$ cat config.mk
export PLATFORM = sky130hd
export DESIGN_NAME = clk_pll_ctrl
export DESIGN_NICKNAME = d
export VERILOG_FILES = /design/src/clk_pll_pkg.sv /design/src/clk_pll_ctrl.sv
export SDC_FILE = /design/constraint.sdc
export NUM_CORES = 1
export LEC_CHECK = 0
export BUFFER_PORTS_ARGS = -buffer_cell sky130_fd_sc_hd__buf_2
export CORE_ASPECT_RATIO = 1.5
export CORE_MARGIN = 8
export CORE_UTILIZATION = 55
export CTS_CLUSTER_DIAMETER = 120
export DETAILED_ROUTE_END_ITERATION = 10
export GPL_TIMING_DRIVEN = 0
export PLACE_DENSITY = 0.8
export SETUP_SLACK_MARGIN = 0.3
export SYNTH_ARGS = -nofsm -noshare
export SYNTH_HDL_FRONTEND = slang
export SYNTH_SLANG_ARGS = --single-unit
$ cat constraint.sdc
create_clock -name core_clk -period 4.6 [get_ports core_clk]
set_clock_uncertainty 0.1 [all_clocks]
set_input_delay 0.23 -clock core_clk [delete_from_list [all_inputs] [get_ports core_clk]]
set_output_delay 0.23 -clock core_clk [all_outputs]
set_load 0.05 [all_outputs]
$ cat src/clk_pll_pkg.sv
// Constants, field layouts and carrier types for the clock and PLL control
package clk_pll_pkg;

    // Register byte offsets on the APB
    localparam logic [7:0] OFS_PLL_CFG = 8'h00;
    localparam logic [7:0] OFS_LOCK_CNT = 8'h04;
    localparam logic [7:0] OFS_CLK_CON = 8'h08;
    localparam logic [7:0] OFS_CLK_SLOW = 8'h0C;
    localparam logic [7:0] OFS_STATUS = 8'h10;

    // PLL configuration fields
    localparam int FB_LSB = 12;
    localparam int FB_W = 8;
    localparam int PRE_LSB = 4;
    localparam int PRE_W = 6;
    localparam int POST_LSB = 0;
    localparam int POST_W = 2;
    localparam logic [FB_W-1:0] FB_RST = 8'h38;
    localparam logic [PRE_W-1:0] PRE_RST = 6'h08;
    localparam logic [POST_W-1:0] POST_RST = 2'h1;
    localparam logic [8:0] FB_OFFSET = 9'h008;
    localparam logic [6:0] PRE_OFFSET = 7'h02;

    // Lock count
    localparam int LOCK_W = 12;
    localparam logic [LOCK_W-1:0] LOCK_RST = 12'hFFF;

    // Clock control fields
    localparam int IDLE_BIT = 16;
    localparam int STOP_BIT = 17;
    localparam int LCD_IDLE_BIT = 18;
    localparam int LCD_EN_BIT = 19;

    // Slow clock fields
    localparam int SLOW_W = 4;
    localparam int SLOW_EN_BIT = 4;
    localparam int PLL_OFF_BIT = 5;

    // Status fields
    localparam int ST_BOOT_LSB = 8;
    localparam int ST_LOCK_BIT = 10;
    localparam int ST_PSEL_BIT = 11;

    // Boot mode codes
    localparam logic [1:0] BOOT_XTAL = 2'h0;
    localparam logic [1:0] BOOT_EXT = 2'h1;

    // Reference cycles of reference clock on Fout before stop
    localparam logic [4:0] STOP_REF_CYCLES = 5'h10;

    typedef enum logic [5:0] {
        PM_RUN = 6'b000001,
        PM_IDLE = 6'b000010,
        PM_STOP_ENTER = 6'b000100,
        PM_STOP = 6'b001000,
        PM_LCD_IDLE = 6'b010000
    } pm_state_t;

    typedef enum logic [1:0] {
        SRC_OFF = 2'h0,
        SRC_REF = 2'h1,
        SRC_SLOW = 2'h2,
        SRC_PLL = 2'h3
    } src_t;

    typedef struct packed {
        logic psel;
        logic penable;
        logic pwrite;
        logic [7:0] paddr;
        logic [31:0] pwdata;
    } apb_req_t;

    typedef struct packed {
        logic [31:0] prdata;
        logic pready;
        logic pslverr;
    } apb_rsp_t;

    typedef struct packed {
        logic [FB_W-1:0] fb;
        logic [PRE_W-1:0] pre;
        logic [POST_W-1:0] post;
    } pll_cfg_t;

endpackage : clk_pll_pkg

$ cat src/clk_pll_ctrl.sv
// Clock generator control: boot source, PLL lock gating, power modes
//
// Our own choices: the address map and register access over APB.
`timescale 1ns/1ps
module clk_pll_ctrl #(
    parameter int NPERIPH = 12
) (
    input wire logic core_clk,
    input wire logic arst_n,
    input wire logic [1:0] boot_clock_mode_pins,
    input wire logic crystal_pin,
    input wire logic external_clock_pin,
    input wire logic pll_clk,
    input wire logic irq_any,
    input wire logic ext_irq,
    input wire clk_pll_pkg::apb_req_t apb_req,
    output clk_pll_pkg::apb_rsp_t apb_rsp,
    output logic mclk,
    output logic pll_en,
    output logic [8:0] pll_mult,
    output logic [6:0] pll_prediv,
    output logic [1:0] pll_post,
    output logic xtal_drv_en,
    output logic test_mode,
    output logic timer_external_tick,
    output logic cpu_clk_en,
    output logic lcd_clk_en,
    output logic [NPERIPH-1:0] periph_clk_en
);
    import clk_pll_pkg::*;

    function automatic logic src_level(input src_t s, input logic r,
                                       input logic sl, input logic p);
        unique case (s)
            SRC_OFF: src_level = 1'b0;
            SRC_REF: src_level = r;
            SRC_SLOW: src_level = sl;
            SRC_PLL: src_level = p;
        endcase
    endfunction : src_level

    // Reset release and input synchronisers
    logic [1:0] rst_sync_reg;
    logic rst_n;
    logic [6:0] in_s1_reg;
    logic [6:0] in_s2_reg;
    logic [2:0] clk_d3_reg;
    always_ff @(posedge core_clk or negedge arst_n)
    begin
        if (!arst_n)
        begin
            rst_sync_reg <= 2'h0;
            in_s1_reg <= 7'h00;
            in_s2_reg <= 7'h00;
        end
        else
        begin
            rst_sync_reg <= {rst_sync_reg[0], 1'b1};
            in_s1_reg <= {boot_clock_mode_pins, ext_irq, irq_any, pll_clk,
                          external_clock_pin, crystal_pin};
            in_s2_reg <= in_s1_reg;
        end
    end
    assign rst_n = rst_sync_reg[1];

    // Boot mode latched once at reset release
    logic boot_done_reg;
    logic [1:0] boot_mode_reg;
    always_ff @(posedge core_clk or negedge rst_n)
    begin
        if (!rst_n)
        begin
            boot_done_reg <= 1'b0;
            boot_mode_reg <= BOOT_XTAL;
        end
        else if (!boot_done_reg)
        begin
            boot_done_reg <= 1'b1;
            boot_mode_reg <= in_s2_reg[6:5];
        end
    end

    wire use_ext = (boot_mode_reg == BOOT_EXT);
    wire ref_lvl = use_ext ? in_s2_reg[1] : in_s2_reg[0];
    wire ref_prev = use_ext ? clk_d3_reg[1] : clk_d3_reg[0];
    wire ref_rise = ref_lvl && !ref_prev;
    wire pll_lvl = in_s2_reg[2];
    wire irq_s = in_s2_reg[3];
    wire eirq_s = in_s2_reg[4];
    always_ff @(posedge core_clk or negedge rst_n)
    begin
        if (!rst_n)
            clk_d3_reg <= 3'h0;
        else
            clk_d3_reg <= in_s2_reg[2:0];
    end

    // APB decode
    wire setup = apb_req.psel && !apb_req.penable;
    wire acc = apb_req.psel && apb_req.penable;
    wire [7:0] adr = apb_req.paddr;
    wire hit_cfg = (adr == OFS_PLL_CFG);
    wire hit_lock = (adr == OFS_LOCK_CNT);
    wire hit_con = (adr == OFS_CLK_CON);
    wire hit_slow = (adr == OFS_CLK_SLOW);
    wire hit_stat = (adr == OFS_STATUS);
    wire mapped = hit_cfg || hit_lock || hit_con || hit_slow || hit_stat;
    wire wr = acc && apb_req.pwrite && mapped;
    wire [31:0] wd = apb_req.pwdata;
    wire wr_cfg = wr && hit_cfg;
    wire wr_con = wr && hit_con;
    wire wr_slow = wr && hit_slow;

    // Software registers
    pll_cfg_t cfg_reg;
    logic [LOCK_W-1:0] lock_cnt_reg;
    logic [NPERIPH-1:0] per_en_reg;
    logic lcd_en_reg;
    logic [SLOW_W-1:0] slow_divider_value_reg;
    logic slow_en_reg;
    logic pll_off_reg;
    logic pll_sel_reg;
    pm_state_t pm_reg;
    pm_state_t pm_next;

    wire wake_lcd = (pm_reg == PM_LCD_IDLE) && eirq_s;
    wire wake_stop = (pm_reg == PM_STOP) && eirq_s;
    wire pll_on_req = wr_slow && pll_off_reg && !wd[PLL_OFF_BIT];

    always_ff @(posedge core_clk or negedge rst_n)
    begin
        if (!rst_n)
        begin
            cfg_reg <= '{fb: FB_RST, pre: PRE_RST, post: POST_RST};
            lock_cnt_reg <= LOCK_RST;
            per_en_reg <= '1;
            lcd_en_reg <= 1'b1;
            slow_divider_value_reg <= '0;
            slow_en_reg <= 1'b0;
            pll_off_reg <= 1'b0;
            pll_sel_reg <= 1'b0;
        end
        else
        begin
            if (wr_cfg)
            begin
                cfg_reg.fb <= wd[FB_LSB +: FB_W];
                cfg_reg.pre <= wd[PRE_LSB +: PRE_W];
                cfg_reg.post <= wd[POST_LSB +: POST_W];
                pll_sel_reg <= 1'b1;
            end
            if (wr && hit_lock)
                lock_cnt_reg <= wd[LOCK_W-1:0];
            if (wr_con)
            begin
                per_en_reg <= wd[NPERIPH-1:0];
                lcd_en_reg <= wd[LCD_EN_BIT];
            end
            if (wake_lcd)
                slow_en_reg <= 1'b1;
            else if (wr_slow)
                slow_en_reg <= wd[SLOW_EN_BIT];
            if (wr_slow)
            begin
                slow_divider_value_reg <= wd[SLOW_W-1:0];
                pll_off_reg <= wd[PLL_OFF_BIT];
            end
        end
    end

    // Lock sequence: reset, config write, wake, PLL turned back on
    logic [LOCK_W-1:0] lock_ctr_reg;
    logic lock_gate_reg;
    wire lock_start = !boot_done_reg || wr_cfg || wake_stop || wake_lcd
                      || pll_on_req;
    wire lock_busy = (lock_ctr_reg != '0);
    always_ff @(posedge core_clk or negedge rst_n)
    begin
        if (!rst_n)
            lock_ctr_reg <= '0;
        else if (lock_start)
            lock_ctr_reg <= lock_cnt_reg;
        else if (lock_busy && ref_rise)
            lock_ctr_reg <= lock_ctr_reg - 1'b1;
    end
    always_ff @(posedge core_clk or negedge rst_n)
    begin
        if (!rst_n)
            lock_gate_reg <= 1'b0;
        else if (wr_cfg || wake_stop)
            lock_gate_reg <= 1'b1;
        else if (!lock_busy)
            lock_gate_reg <= 1'b0;
    end

    // Power mode machine
    logic [4:0] stop_ctr_reg;
    always_comb
    begin
        pm_next = pm_reg;
        unique case (pm_reg)
            PM_RUN:
            begin
                if (wr_con && wd[STOP_BIT])
                    pm_next = slow_en_reg ? PM_STOP : PM_STOP_ENTER;
                else if (wr_con && wd[LCD_IDLE_BIT] && slow_en_reg)
                    pm_next = PM_LCD_IDLE;
                else if (wr_con && wd[IDLE_BIT])
                    pm_next = PM_IDLE;
            end
            PM_IDLE:
                if (irq_s)
                    pm_next = PM_RUN;
            PM_STOP_ENTER:
                if (stop_ctr_reg == STOP_REF_CYCLES)
                    pm_next = PM_STOP;
            PM_STOP:
                if (eirq_s)
                    pm_next = PM_RUN;
            PM_LCD_IDLE:
                if (eirq_s)
                    pm_next = PM_RUN;
            default:
                pm_next = PM_RUN;
        endcase
    end
    always_ff @(posedge core_clk or negedge rst_n)
    begin
        if (!rst_n)
        begin
            pm_reg <= PM_RUN;
            stop_ctr_reg <= '0;
        end
        else
        begin
            pm_reg <= pm_next;
            if (pm_reg != PM_STOP_ENTER)
                stop_ctr_reg <= '0;
            else if (ref_rise)
                stop_ctr_reg <= stop_ctr_reg + 1'b1;
        end
    end

    // Slow clock: toggles every slow value rising reference edges
    logic [SLOW_W-1:0] slow_ctr_reg;
    logic slow_clk_reg;
    wire slow_bypass = (slow_divider_value_reg == '0);
    wire slow_lvl = slow_bypass ? ref_lvl : slow_clk_reg;
    always_ff @(posedge core_clk or negedge rst_n)
    begin
        if (!rst_n)
        begin
            slow_ctr_reg <= '0;
            slow_clk_reg <= 1'b0;
        end
        else if (ref_rise && !slow_bypass)
        begin
            if (slow_ctr_reg + 1'b1 == slow_divider_value_reg)
            begin
                slow_ctr_reg <= '0;
                slow_clk_reg <= !slow_clk_reg;
            end
            else
                slow_ctr_reg <= slow_ctr_reg + 1'b1;
        end
    end

    // Source choice and glitch-free switching
    src_t want_src;
    src_t sel_reg;
    logic mclk_reg;
    always_comb
    begin
        if (pm_reg == PM_STOP)
            want_src = SRC_OFF;
        else if (pm_reg == PM_STOP_ENTER)
            want_src = SRC_REF;
        else if (slow_en_reg)
            want_src = SRC_SLOW;
        else if (lock_gate_reg)
            want_src = SRC_OFF;
        else if (pll_sel_reg && !pll_off_reg)
            want_src = SRC_PLL;
        else
            want_src = SRC_REF;
    end
    wire can_switch = !mclk_reg &&
                      !src_level(want_src, ref_lvl, slow_lvl, pll_lvl);
    wire src_t sel_next = can_switch ? want_src : sel_reg;
    always_ff @(posedge core_clk or negedge rst_n)
    begin
        if (!rst_n)
        begin
            sel_reg <= SRC_REF;
            mclk_reg <= 1'b0;
        end
        else
        begin
            sel_reg <= sel_next;
            mclk_reg <= src_level(sel_next, ref_lvl, slow_lvl, pll_lvl);
        end
    end
    assign mclk = mclk_reg;

    // Timer tick from external clock pin
    logic tick_reg;
    wire tick_ok = (boot_mode_reg == BOOT_XTAL) && (sel_reg == SRC_PLL);
    always_ff @(posedge core_clk or negedge rst_n)
    begin
        if (!rst_n)
            tick_reg <= 1'b0;
        else
            tick_reg <= tick_ok && in_s2_reg[1];
    end
    assign timer_external_tick = tick_reg;

    // Clock enables and PLL controls
    wire run = (pm_reg == PM_RUN) || (pm_reg == PM_STOP_ENTER);
    assign cpu_clk_en = run;
    assign periph_clk_en = (run || pm_reg == PM_IDLE) ? per_en_reg : '0;
    assign lcd_clk_en = lcd_en_reg &&
                        (run || pm_reg == PM_IDLE || pm_reg == PM_LCD_IDLE);
    assign pll_en = (pm_reg != PM_STOP) && !pll_off_reg;
    assign pll_mult = {1'b0, cfg_reg.fb} + FB_OFFSET;
    assign pll_prediv = {1'b0, cfg_reg.pre} + PRE_OFFSET;
    assign pll_post = cfg_reg.post;
    assign xtal_drv_en = (boot_mode_reg == BOOT_XTAL);
    assign test_mode = boot_mode_reg[1];

    // APB read data
    logic [31:0] rdata_reg;
    wire [31:0] rd_cfg = {12'h000, cfg_reg.fb, 2'h0, cfg_reg.pre, 2'h0,
                          cfg_reg.post};
    wire [31:0] rd_con = {12'h000, lcd_en_reg, 3'h0,
                          {(16 - NPERIPH){1'b0}}, per_en_reg};
    wire [31:0] rd_slow = {26'h0000000, pll_off_reg, slow_en_reg,
                           slow_divider_value_reg};
    wire [31:0] rd_stat = {20'h00000, pll_sel_reg, lock_busy,
                           boot_mode_reg, 2'h0, pm_reg};
    wire [31:0] rd_mux = hit_cfg ? rd_cfg :
                         hit_lock ? {20'h00000, lock_cnt_reg} :
                         hit_con ? rd_con :
                         hit_slow ? rd_slow :
                         hit_stat ? rd_stat : 32'h00000000;
    always_ff @(posedge core_clk or negedge rst_n)
    begin
        if (!rst_n)
            rdata_reg <= '0;
        else if (setup)
            rdata_reg <= rd_mux;
    end
    assign apb_rsp.prdata = rdata_reg;
    assign apb_rsp.pready = 1'b1;
    assign apb_rsp.pslverr = acc && !mapped;

    // Checks
    property p_boot_hold;
        @(posedge core_clk) disable iff (!rst_n)
        boot_done_reg |=> $stable(boot_mode_reg);
    endproperty
    a_boot_hold: assert property (p_boot_hold) else $error("boot moved");

    property p_ref_before_cfg;
        @(posedge core_clk) disable iff (!rst_n)
        !pll_sel_reg |-> sel_reg != SRC_PLL;
    endproperty
    a_ref_before_cfg: assert property (p_ref_before_cfg) else $error("pll early");

    property p_cfg_gates;
        @(posedge core_clk) disable iff (!rst_n)
        wr_cfg && !slow_en_reg && pm_reg == PM_RUN && lock_cnt_reg != '0
        |=> lock_gate_reg && want_src == SRC_OFF;
    endproperty
    a_cfg_gates: assert property (p_cfg_gates) else $error("no gating");

    property p_lock_count;
        @(posedge core_clk) disable iff (!rst_n)
        lock_busy && !lock_start && ref_rise |=>
        lock_ctr_reg == $past(lock_ctr_reg) - 1'b1;
    endproperty
    a_lock_count: assert property (p_lock_count) else $error("lock count");

    property p_pll_after_lock;
        @(posedge core_clk) disable iff (!rst_n)
        $fell(lock_gate_reg) && pll_sel_reg && !pll_off_reg &&
        !slow_en_reg && pm_reg == PM_RUN |-> want_src == SRC_PLL;
    endproperty
    a_pll_after_lock: assert property (p_pll_after_lock) else $error("no pll");

    property p_idle_wake;
        @(posedge core_clk) disable iff (!rst_n)
        pm_reg == PM_IDLE && irq_s |=> pm_reg == PM_RUN && cpu_clk_en;
    endproperty
    a_idle_wake: assert property (p_idle_wake) else $error("idle stuck");

    property p_stop_frozen;
        @(posedge core_clk) disable iff (!rst_n)
        pm_reg == PM_STOP |-> !pll_en && !cpu_clk_en && !lcd_clk_en
        && periph_clk_en == '0;
    endproperty
    a_stop_frozen: assert property (p_stop_frozen) else $error("stop clk");

    property p_lcd_only;
        @(posedge core_clk) disable iff (!rst_n)
        pm_reg == PM_LCD_IDLE |-> !cpu_clk_en && periph_clk_en == '0;
    endproperty
    a_lcd_only: assert property (p_lcd_only) else $error("lcd idle clk");

    property p_no_glitch;
        @(posedge core_clk) disable iff (!rst_n)
        sel_reg != $past(sel_reg) |-> !$past(mclk_reg) && !mclk_reg;
    endproperty
    a_no_glitch: assert property (p_no_glitch) else $error("switch glitch");

endmodule : clk_pll_ctrl

==> flow_metrics.tcl <==
set metrics [dict create \
    status "completed" \
    final_layout_size_suffix_gt1_frac 0.368 \
    endpoint_kind "output port" \
    yosys_warnings 0 \
    cts_tree "built" \
    hp-class "in2reg" \
    p_per_area_nw_per_um2 447 \
    nNetsFinal 737 \
    io_pins 123 \
    min_period_ns 2.94 \
    hold_path_depth 3 \
    dp.cells 782 \
    worstReg2RegStart "boot_mode_reg[0]$_DFFE_PN0N_" \
    min_from "apb_req[17]" \
    place_hpwl_um 11500 \
    crit_fanout 10 \
    postLayoutCoreUtil 0.720 \
    hold_violations 0 \
    largest_register_ff_count 20 \
    synth-edff-count 0 \
    ir_worst_vdd_v 0.000328 \
    place.port_buffers 96 \
    place.gp.congestion 0.897 \
    seq_area_frac_synth 0.512 \
    wl_um 16100 \
    gr-total-overflow 0 \
    yosysTopAreaCell "dfrtp_1" \
    ys_top_cells_by_area "dfrtp_1 (37%), dfstp_2 (14%), mux2_2 (7.7%)" \
    area_delta_synth_final_pct 27.2 \
    cap_violations 0 \
    path_cells "buf_2, xnor2_1, nor2_1, a21oi_1, nor3_1, clkbuf_1, o21a_1, buf_2" \
    dieWidth_um 101 \
    drc 0 \
    diodes 0 \
    max_slew_margin 0.427 \
    rows 46 \
    min_period_over_period 0.639 \
    syn_inst 528 \
    start_util 0.566 \
    cts_buffers 17 \
    arrival_ns 2.61 \
    synth-seq-cells 121 \
    r2r-end "lock_ctr_reg[9]$_DFFE_PN0P_" \
    syn_area_um2 6000 \
    clk_pin_slew_worst_paths_ns 0.05 \
    grt_pass1_wl_um 25900 \
    grt_use_total 0.232 \
    drt_iter0_drc 329 \
    synth_common_cells "dfrtp_1 (89), nand2_1 (50), mux2_2 (41), nor2_1 (37), dfstp_2 (32)" \
    grt_max_degree 63 \
    antenna_found_initial 0 \
    synth_flop_cell "dfrtp_1" \
    power.leakage_nw 3.60 \
    critPathMaxStageDelay_ns 0.49 \
    synth.most_common_cell "dfrtp_1" \
    ctsLongestPathBuffers 2 \
    place_area_um2 6740 \
    tightestPinTransition_ns 0.852 \
    finalSetupViolations 0 \
    cts_setup_buffers 0 \
    clock_sinks 121 \
    synth_top_area_frac 0.371 \
    vias_per_cell 5.63 \
    fin_area_um2 7620 \
    core_area_um2 10600 \
    ys_types 72 \
    crit_path_top_delay_cell "clkbuf_1" \
    ant_nets 0 \
    syn_avg_cell_area_um2 11.4 \
    async_flop_share 1.00 \
    cp_common_cell "buf_2" \
    r2r.worst_path.cells 7 \
    power_mw 3.41 \
    critPathLaunchType "flip-flop" \
    worstSkewPairLatency_ns 0.41 \
    htreeDepth 4 \
    r2r_slack_ns 2.01 \
    hold_end "pm_reg[2]$_DFFE_PN0P_" \
    final_cells 836 \
    fmax_mhz 340 \
    grt_pass1_vias 5019 \
    report.final.slew_viol_count 0 \
    dieArea_um2 14600 \
    tns_ns 0 \
    vias 4708 \
    drt_first_pass_iters 5 \
    cp.required_ns 4.27 \
    path_class "reg2out" \
    die_y_um 144 \
    wire_per_inst_um 19.3 \
    grt_setup_unrepaired "false" \
    fillers 771 \
    cts_root_buf "clkbuf_16" \
]
==> per-stage QoR <==
step                      hold slack, ns  setup WS (ns)
final                             0.0200           1.66
after global routing              0.0120           1.49
after CTS                        0.00911           1.65
after detailed placement          0.0590           1.98
after global placement            0.0445          0.297
after floorplan                   -0.166           1.35
==> final cells by class <==
cell class	count	area (um^2)	area share
tap	144	180	0.0236
multi-input combinational	371	2680	0.352
sequential	121	3070	0.403
inverter	11	41.3	0.00542
clock inverter	12	221	0.0290
clock buffer	20	447	0.0586
buffer	38	254	0.0333
timing repair buffer	119	728	0.0955
==> report_power, final <==
group | internal, mW | switching (mW)
Clock | 1.03 | 0.468
Combinational | 0.295 | 0.382
Sequential | 1.15 | 0.0903
==> per-layer routing <==
| metal | track usage | routed length, um |
|---|---|---|
| met1 | 0.249 | 5980 |
| met2 | 0.413 | 8480 |
| met3 | 0.0538 | 1080 |
| met4 | 0.115 | 591 |
| met5 | 0 | 0 |
==> critical path: cells and delay by family (launching register included) <==
family	cells	cell delay [ns]
flip-flops	1	0.36
XOR/XNOR	1	0.14
AO/OA/AOI/OAI	2	0.30
buffers and inverters	3	0.94
AND/OR/NAND/NOR	2	0.45
==> cells by family after synthesis <==
group                      synth area share
and+or+nand+nor                       0.156
DFF                                   0.512
AOI/OAI and AO/OA                    0.0876
muxes                                 0.140
buffers and inverters                0.0492
xor gates and xnor gates             0.0424
adders and majority gates            0.0125
other                               0.00125
==> how the worst max path moves through the flow <==
stage | endpoint | start
after global routing | lcd_clk_en | pm_reg[2]$_DFFE_PN0P_
after CTS | lcd_clk_en | pm_reg[2]$_DFFE_PN0P_
final | lcd_clk_en | pm_reg[2]$_DFFE_PN0P_
after floorplan | boot_done_reg$_DFF_PN0_ | rst_sync_reg[1]$_DFF_PN0_
after detailed placement | cfg_reg[10]$_DFFE_PN0P_ | apb_req[39]
after global placement | lock_ctr_reg[7]$_DFFE_PN0P_ | rst_sync_reg[1]$_DFF_PN0_
==> placed cells by master, fill, tap and decap left out, drive strengths merged, types with 3 or more instances in the layout <==
| cell | instances |
|---|---|
| buf | 125 |
| dfrtp | 89 |
| mux2 | 61 |
| nand2 | 50 |
| nor2 | 39 |
| o21ai | 33 |
| dfstp | 32 |
| clkbuf | 30 |
| dlygate4sd3 | 22 |
| xnor2 | 16 |
| conb | 15 |
| and2 | 14 |
| xor2 | 13 |
| nand3 | 13 |
| a21oi | 12 |
| inv | 11 |
| nor2b | 9 |
| mux2i | 9 |
| nor3 | 7 |
| nand2b | 6 |
| o31ai | 6 |
| ha | 6 |
| bufinv | 6 |
| a22oi | 5 |
| or3 | 5 |
| nand4 | 5 |
| nor4 | 4 |
| or4 | 4 |
| a211oi | 3 |
| clkinvlp | 3 |
| nor4b | 3 |
| clkinv | 3 |
==> repair_timing <==
action                                  in CTS  in global routing
endpoints found under the setup margin       0                  0
gates resized for setup                      0                  0
hold buffers                                22                  0
endpoints found under the hold margin       45                  0
(Power assumes the default switching activity.)
